`src/twi_pkg.sv`:
```
package twi_pkg;
    // Field widths
    localparam int ADDR_W = 10;
    localparam int DIV_W = 12;
    localparam int BYTE_W = 8;
    localparam int EV_W = 5;
    // Register byte offsets
    localparam logic [7:0] OFS_OWN = 8'h00;
    localparam logic [7:0] OFS_MASK = 8'h04;
    localparam logic [7:0] OFS_DIV = 8'h08;
    localparam logic [7:0] OFS_TX = 8'h0C;
    localparam logic [7:0] OFS_RX = 8'h10;
    localparam logic [7:0] OFS_CTRL = 8'h14;
    localparam logic [7:0] OFS_STAT = 8'h18;
    localparam logic [7:0] OFS_IRQ = 8'h1C;
    localparam logic [7:0] OFS_IMSK = 8'h20;
    // Values after reset
    localparam logic [9:0] ADDR_RST = 10'h000;
    localparam logic [11:0] DIV_RST = 12'h000;
    localparam logic [7:0] BYTE_RST = 8'h00;
    // Event positions in the interrupt status and mask
    localparam int EV_RX = 0;
    localparam int EV_OV = 1;
    localparam int EV_WCOL = 2;
    localparam int EV_TXDONE = 3;
    localparam int EV_MATCH = 4;
    // Bit counts: eight data bits, then the acknowledge slot
    localparam logic [3:0] LAST_DATA = 4'h7;
    localparam logic [3:0] ACK_SLOT = 4'h8;
    // Leading five bits of a 10-bit address header
    localparam logic [4:0] TEN_HDR = 5'h1E;
    // Software controls
    typedef struct packed {
        logic ten_bit_mode_flag;
        logic enable;
    } ctrl_t;
    // Status seen by software
    typedef struct packed {
        logic matched;
        logic busy;
        logic write_collision_flag;
        logic receive_overflow_flag;
        logic receive_full_status;
    } stat_t;
    // Address phase tracking of the bus listener
    typedef enum logic [1:0] {
        LS_IDLE = 2'b00,
        LS_FIRST = 2'b01,
        LS_SECOND = 2'b10,
        LS_DATA = 2'b11
    } listen_t;
endpackage

```
`src/twi_addr_data_regs.sv`:
```
// Design decisions made here: the AHB-Lite interface to the registers and the placing of the registers.
`timescale 1ns/10ps
module twi_addr_data_regs (
    // Clock and reset
    input wire logic clk_sys,
    input wire logic nrst,
    // AHB-Lite slave
    input wire logic hsel,
    input wire logic [31:0] haddr,
    input wire logic [1:0] htrans,
    input wire logic hwrite,
    input wire logic [2:0] hsize,
    input wire logic [31:0] hwdata,
    input wire logic hready,
    output logic hreadyout,
    output logic hresp,
    output logic [31:0] hrdata,
    // Two-wire bus pins, open drain
    input wire logic scl_i,
    output logic scl_o,
    output logic scl_oe,
    input wire logic sda_i,
    output logic sda_o,
    output logic sda_oe,
    // Interrupt
    output logic irq
);
    logic [9:0] own_q;
    logic [9:0] mask_q;
    logic [11:0] div_q;
    logic [7:0] tx_q;
    logic [7:0] rx_q;
    twi_pkg::ctrl_t ctrl_q;
    twi_pkg::stat_t stat_q;
    twi_pkg::stat_t stat_d;
    logic [4:0] irq_q;
    logic [4:0] imsk_q;
    logic [4:0] ev;

    // Bus phase registers
    logic wr_ph_q;
    logic rd_ph_q;
    logic rd_done_q;
    logic [7:0] ofs_q;
    logic [31:0] hrdata_q;
    wire addr_ok = hsel & htrans[1] & hready;
    wire rd_load = rd_ph_q & ~rd_done_q;

    // Reads take one wait state so a write just before is seen
    assign hreadyout = ~rd_load;
    assign hresp = 1'b0;
    assign hrdata = hrdata_q;

    always_ff @(posedge clk_sys or negedge nrst) begin
        if (!nrst) begin
            wr_ph_q <= 1'b0;
            rd_ph_q <= 1'b0;
            rd_done_q <= 1'b0;
            ofs_q <= 8'h00;
        end else begin
            wr_ph_q <= addr_ok & hwrite;
            rd_done_q <= rd_load;
            if (addr_ok) begin
                ofs_q <= haddr[7:0];
            end
            if (addr_ok & ~hwrite) begin
                rd_ph_q <= 1'b1;
            end else if (rd_done_q) begin
                rd_ph_q <= 1'b0;
            end
        end
    end

    // Decoded strobes in the data phase
    wire wr_own = wr_ph_q & (ofs_q == twi_pkg::OFS_OWN);
    wire wr_mask = wr_ph_q & (ofs_q == twi_pkg::OFS_MASK);
    wire wr_div = wr_ph_q & (ofs_q == twi_pkg::OFS_DIV);
    wire wr_tx = wr_ph_q & (ofs_q == twi_pkg::OFS_TX);
    wire wr_rx = wr_ph_q & (ofs_q == twi_pkg::OFS_RX);
    wire wr_ctrl = wr_ph_q & (ofs_q == twi_pkg::OFS_CTRL);
    wire wr_stat = wr_ph_q & (ofs_q == twi_pkg::OFS_STAT);
    wire wr_imsk = wr_ph_q & (ofs_q == twi_pkg::OFS_IMSK);
    wire rd_rx = rd_load & (ofs_q == twi_pkg::OFS_RX);
    wire rd_irq = rd_load & (ofs_q == twi_pkg::OFS_IRQ);

    // Read mux; unused upper bits and unmapped offsets read zero
    logic [31:0] rmux;
    always_comb begin
        unique case (ofs_q)
            twi_pkg::OFS_OWN: rmux = {22'h0, own_q};
            twi_pkg::OFS_MASK: rmux = {22'h0, mask_q};
            twi_pkg::OFS_DIV: rmux = {20'h00000, div_q};
            twi_pkg::OFS_TX: rmux = {24'h000000, tx_q};
            twi_pkg::OFS_RX: rmux = {24'h000000, rx_q};
            twi_pkg::OFS_CTRL: rmux = {30'h0, ctrl_q};
            twi_pkg::OFS_STAT: rmux = {27'h0, stat_q};
            twi_pkg::OFS_IRQ: rmux = {27'h0, irq_q};
            twi_pkg::OFS_IMSK: rmux = {27'h0, imsk_q};
            default: rmux = 32'h00000000;
        endcase
    end

    always_ff @(posedge clk_sys or negedge nrst) begin
        if (!nrst) begin
            hrdata_q <= 32'h00000000;
        end else if (rd_load) begin
            hrdata_q <= rmux;
        end
    end

    // Pin synchronisers
    logic [1:0] scl_s;
    logic [1:0] sda_s;
    logic scl_d1;
    logic sda_d1;
    always_ff @(posedge clk_sys or negedge nrst) begin
        if (!nrst) begin
            scl_s <= 2'b11;
            sda_s <= 2'b11;
            scl_d1 <= 1'b1;
            sda_d1 <= 1'b1;
        end else begin
            scl_s <= {scl_s[0], scl_i};
            sda_s <= {sda_s[0], sda_i};
            scl_d1 <= scl_s[1];
            sda_d1 <= sda_s[1];
        end
    end
    wire scl = scl_s[1];
    wire sda = sda_s[1];
    wire scl_rise = scl & ~scl_d1;
    wire start_c = scl & scl_d1 & sda_d1 & ~sda;
    wire stop_c = scl & scl_d1 & ~sda_d1 & sda;

    // Bus listener: bit counter and byte shifter
    twi_pkg::listen_t ls_q;
    twi_pkg::listen_t ls_d;
    logic [3:0] lbit_q;
    logic [7:0] lsh_q;
    wire [7:0] lsh_n = {lsh_q[6:0], sda};
    wire byte_done = scl_rise & (lbit_q == twi_pkg::LAST_DATA);
    always_ff @(posedge clk_sys or negedge nrst) begin
        if (!nrst) begin
            lbit_q <= 4'h0;
            lsh_q <= 8'h00;
        end else if (start_c) begin
            lbit_q <= 4'h0;
        end else if (scl_rise) begin
            lsh_q <= lsh_n;
            lbit_q <= (lbit_q == twi_pkg::ACK_SLOT) ? 4'h0 : lbit_q + 4'h1;
        end
    end

    // Masked compares: a set mask bit removes the position
    // mask ignores bit
    wire [9:0] diff = ~mask_q & (own_q ^ {own_q[9:8], lsh_n});
    wire hit7 = (diff[7:1] == 7'h00);
    wire [1:0] hdiff = ~mask_q[9:8] & (own_q[9:8] ^ lsh_n[2:1]);
    wire hit_hdr = (lsh_n[7:3] == twi_pkg::TEN_HDR) & (hdiff == 2'b00);
    wire hit_lo = (diff[7:0] == 8'h00);

    // Address tracking; 10-bit needs header then low byte
    // address width select
    always_comb begin
        ls_d = ls_q;
        if (!ctrl_q.enable || stop_c) begin
            ls_d = twi_pkg::LS_IDLE;
        end else if (start_c) begin
            ls_d = twi_pkg::LS_FIRST;
        end else if (byte_done) begin
            unique case (ls_q)
                twi_pkg::LS_IDLE: ls_d = twi_pkg::LS_IDLE;
                twi_pkg::LS_FIRST: begin
                    if (ctrl_q.ten_bit_mode_flag) begin
                        ls_d = hit_hdr ? twi_pkg::LS_SECOND
                                       : twi_pkg::LS_IDLE;
                    end else begin
                        ls_d = hit7 ? twi_pkg::LS_DATA
                                    : twi_pkg::LS_IDLE;
                    end
                end
                twi_pkg::LS_SECOND: begin
                    ls_d = hit_lo ? twi_pkg::LS_DATA : twi_pkg::LS_IDLE;
                end
                twi_pkg::LS_DATA: ls_d = twi_pkg::LS_DATA;
            endcase
        end
    end

    always_ff @(posedge clk_sys or negedge nrst) begin
        if (!nrst) begin
            ls_q <= twi_pkg::LS_IDLE;
        end else begin
            ls_q <= ls_d;
        end
    end

    wire match_ev = (ls_d == twi_pkg::LS_DATA) & (ls_q != twi_pkg::LS_DATA);
    wire rx_ev = byte_done & (ls_q == twi_pkg::LS_DATA) & ctrl_q.enable;
    // A byte landing on a full register is dropped
    wire ov_ev = rx_ev & stat_q.receive_full_status;

    // Receive register
    // last received byte
    always_ff @(posedge clk_sys or negedge nrst) begin
        if (!nrst) begin
            rx_q <= twi_pkg::BYTE_RST;
        end else if (rx_ev & ~stat_q.receive_full_status) begin
            rx_q <= lsh_n;
        end else if (wr_rx) begin
            rx_q <= hwdata[7:0];
        end
    end

    // Transmitter: bit index, shifter, clock phase
    logic busy_q;
    logic [3:0] tbit_q;
    logic [7:0] tsh_q;
    logic scl_hi_q;
    logic [11:0] cnt_q;
    logic tick;
    wire wcol_ev = wr_tx & busy_q;
    wire tx_go = wr_tx & ~busy_q & ctrl_q.enable;
    wire tx_done = tick & scl_hi_q & (tbit_q == twi_pkg::ACK_SLOT);

    // Divisor counter sets the half period of the bus clock
    // divide by divisor plus one
    always_ff @(posedge clk_sys or negedge nrst) begin
        if (!nrst) begin
            cnt_q <= twi_pkg::DIV_RST;
        end else if (!ctrl_q.enable || !busy_q || cnt_q == 12'h000) begin
            cnt_q <= div_q;
        end else begin
            cnt_q <= cnt_q - 12'h001;
        end
    end
    assign tick = ctrl_q.enable & busy_q & (cnt_q == 12'h000);

    always_ff @(posedge clk_sys or negedge nrst) begin
        if (!nrst) begin
            busy_q <= 1'b0;
            tbit_q <= 4'h0;
            tsh_q <= twi_pkg::BYTE_RST;
            scl_hi_q <= 1'b1;
        end else if (!ctrl_q.enable) begin
            busy_q <= 1'b0;
            scl_hi_q <= 1'b1;
        end else if (tx_go) begin
            busy_q <= 1'b1;
            tbit_q <= 4'h0;
            tsh_q <= hwdata[7:0];
            scl_hi_q <= 1'b0;
        end else if (tick) begin
            scl_hi_q <= ~scl_hi_q;
            if (scl_hi_q) begin
                tsh_q <= {tsh_q[6:0], 1'b0};
                tbit_q <= tbit_q + 4'h1;
                busy_q <= ~tx_done;
            end
        end
    end

    // Open drain: only ever pull low; data line released in acknowledge slot
    assign scl_o = 1'b0;
    assign sda_o = 1'b0;
    assign scl_oe = busy_q & ~scl_hi_q;
    assign sda_oe = busy_q & (tbit_q != twi_pkg::ACK_SLOT) & ~tsh_q[7];

    // Configuration registers
    // own address
    always_ff @(posedge clk_sys or negedge nrst) begin
        if (!nrst) begin
            own_q <= twi_pkg::ADDR_RST;
            mask_q <= twi_pkg::ADDR_RST;
            div_q <= twi_pkg::DIV_RST;
            tx_q <= twi_pkg::BYTE_RST;
            ctrl_q <= '0;
            imsk_q <= 5'h00;
        end else begin
            if (wr_own) own_q <= hwdata[9:0];
            if (wr_mask) mask_q <= hwdata[9:0];
            if (wr_div) div_q <= hwdata[11:0];
            // Writable while idle, even disabled; busy writes only collide
            if (wr_tx & ~busy_q) tx_q <= hwdata[7:0];
            if (wr_ctrl) ctrl_q <= hwdata[1:0];
            if (wr_imsk) imsk_q <= hwdata[4:0];
        end
    end

    // Status: events win over software clears in the same cycle
    // full on receive
    always_comb begin
        stat_d = stat_q;
        if (rd_rx) stat_d.receive_full_status = 1'b0;
        if (rx_ev) stat_d.receive_full_status = 1'b1;
        if (wr_stat & hwdata[twi_pkg::EV_OV]) begin
            stat_d.receive_overflow_flag = 1'b0;
        end
        if (ov_ev) stat_d.receive_overflow_flag = 1'b1;
        if (wr_stat & hwdata[twi_pkg::EV_WCOL]) begin
            stat_d.write_collision_flag = 1'b0;
        end
        if (wcol_ev) stat_d.write_collision_flag = 1'b1;
        stat_d.busy = busy_q;
        stat_d.matched = (ls_d == twi_pkg::LS_DATA);
    end

    always_ff @(posedge clk_sys or negedge nrst) begin
        if (!nrst) begin
            stat_q <= '0;
        end else begin
            stat_q <= stat_d;
        end
    end

    // Sticky events, cleared by reading them
    assign ev[twi_pkg::EV_RX] = rx_ev;
    assign ev[twi_pkg::EV_OV] = ov_ev;
    assign ev[twi_pkg::EV_WCOL] = wcol_ev;
    assign ev[twi_pkg::EV_TXDONE] = tx_done;
    assign ev[twi_pkg::EV_MATCH] = match_ev;
    always_ff @(posedge clk_sys or negedge nrst) begin
        if (!nrst) begin
            irq_q <= 5'h00;
        end else begin
            irq_q <= (irq_q & ~{5{rd_irq}}) | ev;
        end
    end
    assign irq = |(irq_q & imsk_q);
endmodule

```
`config.mk`:
```
export PLATFORM = sky130hd
export DESIGN_NAME = twi_addr_data_regs
export DESIGN_NICKNAME = d
export VERILOG_FILES = /design/src/twi_pkg.sv /design/src/twi_addr_data_regs.sv
export SDC_FILE = /design/constraint.sdc
export NUM_CORES = 1
export LEC_CHECK = 0
export ABC_AREA = 1
export BUFFER_PORTS_ARGS = -buffer_cell sky130_fd_sc_hd__buf_4
export CORE_AREA = 2 2 132 147
export DETAILED_ROUTE_END_ITERATION = 8
export DIE_AREA = 0 0 134 149
export GPL_TIMING_DRIVEN = 0
export RECOVER_POWER = 100
export SYNTH_ARGS = -nofsm -noshare
export SYNTH_HDL_FRONTEND = slang
export SYNTH_SLANG_ARGS = --single-unit
```
`constraint.sdc`:
```
create_clock -name clk_sys -period 1.8 [get_ports clk_sys]
set_input_delay 0.09 -clock clk_sys [delete_from_list [all_inputs] [get_ports clk_sys]]
set_output_delay 0.09 -clock clk_sys [all_outputs]
set_load 0.005 [all_outputs]
```
==> flow_summary.json <==
{
  "status": "complete, but fails checks",
  "violations": "negative hold slack",
  "synth_cell_type_count": 39,
  "start_util_pct": 34.3,
  "grt_pass1_wl_um": 27700,
  "port_buffers": 43,
  "fillCellCount": 1799,
  "final_nets": 983,
  "grt_max_degree": 84,
  "hpwl_um": 11900,
  "critPathLaunchType": "register",
  "cts_buffers": 17,
  "cts_root_buf": "clkbuf_16",
  "multi_input_area_um2": 2720,
  "synthCells": 759,
  "hp-class": "input port to register",
  "finalSetupViolCount": 0,
  "die_h_um": 149,
  "synth_area_leaders": "dfrtp_1 (49%), nand2_1 (9.9%), o21ai_0 (7.5%)",
  "crit_type": "register to register",
  "cts_tree": "built",
  "slew_headroom_pct": 63.4,
  "dr.first_iter.drc_count": 381,
  "place_inst": 1072,
  "grt_use_total_pct": 18.0,
  "clk_pin_slew_ps": 70,
  "synth.largest_area_cell": "dfrtp_1",
  "arrival_ps": 2060,
  "dr.pass1.iters": 5,
  "fin_crit_sh_pct": 97.9,
  "grt_antenna_before_repair": 0,
  "ys_warn_count": 0,
  "drive_above_1_share_pct": 23.9,
  "dieArea_um2": 20000,
  "syn_to_final_growth_pct": 33.4,
  "period_needed_ps": 1760,
  "endpoint_kind": "register",
  "regArea_um2": 3340,
  "synth_top_area_share_pct": 49.4,
  "fmax_ghz": 0.568,
  "n_antenna_cell": 0,
  "synth_edf_count": 0,
  "synth_top_flop_cell": "dfrtp_1",
  "grt_overflow": 0,
  "final-hold-violation-count": 1,
  "cts_sinks": 133,
  "reg2reg_slack_ps": 40,
  "core_um2": 18600,
  "crit_fanout": 5,
  "finClkSkew_ps": 13.2,
  "synth_most_common_cell": "nand2_1",
  "via_count": 5508,
  "grt_pass1_vias": 5320,
  "synth_area_per_cell_um2": 8.42,
  "row_count": 53,
  "final_cells": 1161,
  "ant_nets": 0,
  "powerDensity_nw_per_um2": 900,
  "syn_area_um2": 6390,
  "avgViaCountPerCell": 4.74,
  "wl_per_cell_um": 14.7,
  "ios": 115,
  "drc": 0,
  "clockBufferDepth": 2,
  "cp.required_ps": 2100,
  "ys_async_sr_fraction_pct": 100,
  "ys_seq_elements": 133,
  "final_max_slew_viol_count": 0,
  "htreeDepth": 4,
  "p_leak_nw": 4.32,
  "ir_drop_v": 0.000628,
  "hold_ws_ps": -5.12,
  "die_w_um": 134,
  "gp_congestion": 0.884,
  "max_cap_violations": 0,
  "rsz0062_at_grt": "true",
  "tightest_slew_ps": 547,
  "yosys-top-cells-count": "nand2_1 (169), dfrtp_1 (126), inv_1 (99)",
  "finalWirelength_um": 17000,
  "synth-seq-area-share_pct": 52.2,
  "clock_latency_ps": 430
}
-- layout by cell type, fill, tap and decap left out, types with 4 or more instances in the layout --
master         count
a21oi_1           26
buf_2              5
buf_4             96
clkbuf_1           4
clkbuf_16         17
clkbuf_4           4
clkinvlp_4         4
conb_1            23
dfrtp_1          122
dfrtp_2            4
dfstp_2            6
dlygate4sd3_1     23
ha_1               6
inv_1             92
inv_2             11
nand2_1          158
nand2_2            8
nand2_4            9
nand3_1           32
nand3b_1           4
nand4_1            5
nor2_1            53
nor2_4             6
nor3_1            10
nor3_4             7
o21ai_0           84
o21ai_1           11
o21ai_2            6
o221ai_1           9
o22ai_1           14
xnor2_1            7
-- timing repair --
action	4_1_cts	5_1_grt
cloned	1	0
hold buffers	23	0
setup buffers	24	10
gates resized for setup	56	44
pin swaps	17	15
endpoints found under the setup margin	92	85
hold endpoints to repair	85	0
-- report_power, final --
| part | total [W] | internal [W] | switching, W |
|---|---|---|---|
| combinational | 0.000811 | 0.000300 | 0.000510 |
| clock | 0.00359 | 0.00225 | 0.00134 |
| sequential | 0.00327 | 0.00315 | 0.000120 |
-- layer usage --
layer	track usage, %	up-vias	share of wire [%]
met4	8.35	0	3.2
met1	23.2	2599	45
met5	0	-	0
met3	3.60	41	4.2
met2	29.1	148	48
li1	-	2720	-
-- registers in the layout, summed over array words and instances (netlist names), 5 cells and up --
register	count
own_q	10
tx_q	8
imsk_q	5
div_q	12
cnt_q	12
ofs_q	8
hrdata	12
tsh_q	8
stat_q	5
lsh_q	7
irq_q	5
rx_q	8
mask_q	10
-- cell families after synthesis --
kind of cell               Yosys count  synth area share (%)
and+or+nand+nor                    301                  20.7
AOI/OAI and AO/OA                  164                  14.5
buffers and inverters              144                  10.0
DFF                                133                  52.2
xor gates and xnor gates            10                  1.37
adders and majority gates            6                  1.18
other                                1                0.0587
-- area by class of cell --
| type | count | area share (%) |
|---|---|---|
| Clock inverter | 12 | 1.79 |
| Inverter | 106 | 4.85 |
| Tap cell | 247 | 3.63 |
| Timing Repair Buffer | 102 | 10.2 |
| Buffer | 37 | 3.05 |
| Clock buffer | 20 | 5.36 |
| Sequential cell | 133 | 39.2 |
| Multi-Input combinational cell | 504 | 31.9 |
-- through the flow --
stage	TNS (ps)	setup slack [ps]	total power, W	area, um2	util [%]
floorplan	0	44.1	0.00368	6470	-
global placement	-26650	-549	0.00398	7110	38.1
finish	0	38.5	0.00767	8520	45.7
CTS	-53.8	-37.2	0.00770	8360	44.9
global route	-349	-61.6	0.00796	8520	45.7
detailed placement	-26480	-530	0.00400	7140	38.3
-- final timing paths --
kind / cells past startpoint / from / endpoint
worst max-delay path: 12 / cnt_q[2] / tsh_q[7]
worst min-delay path: 3 / hwdata[9] / own_q[9]
worst max register to register: 12 / cnt_q[2] / tsh_q[7]
worst min register to register: 0 / sda_s[0] / sda_s[1]
max in group asynchronous: 3 / nrst / ofs_q[5]
min in group asynchronous: 2 / nrst / tsh_q[6]
-- worst max-delay path: stages, from the launching register on --
cell,delay (ps)
dfrtp_1,380
or2_4,250
inv_2,60
nand2_2,70
nor2_4,100
nand3_4,140
nor2_4,150
nand2_4,80
nand2_4,100
inv_8,50
buf_8,130
nand2_2,40
o211ai_1,80
Note: power is estimated with default switching activity, not from simulation.
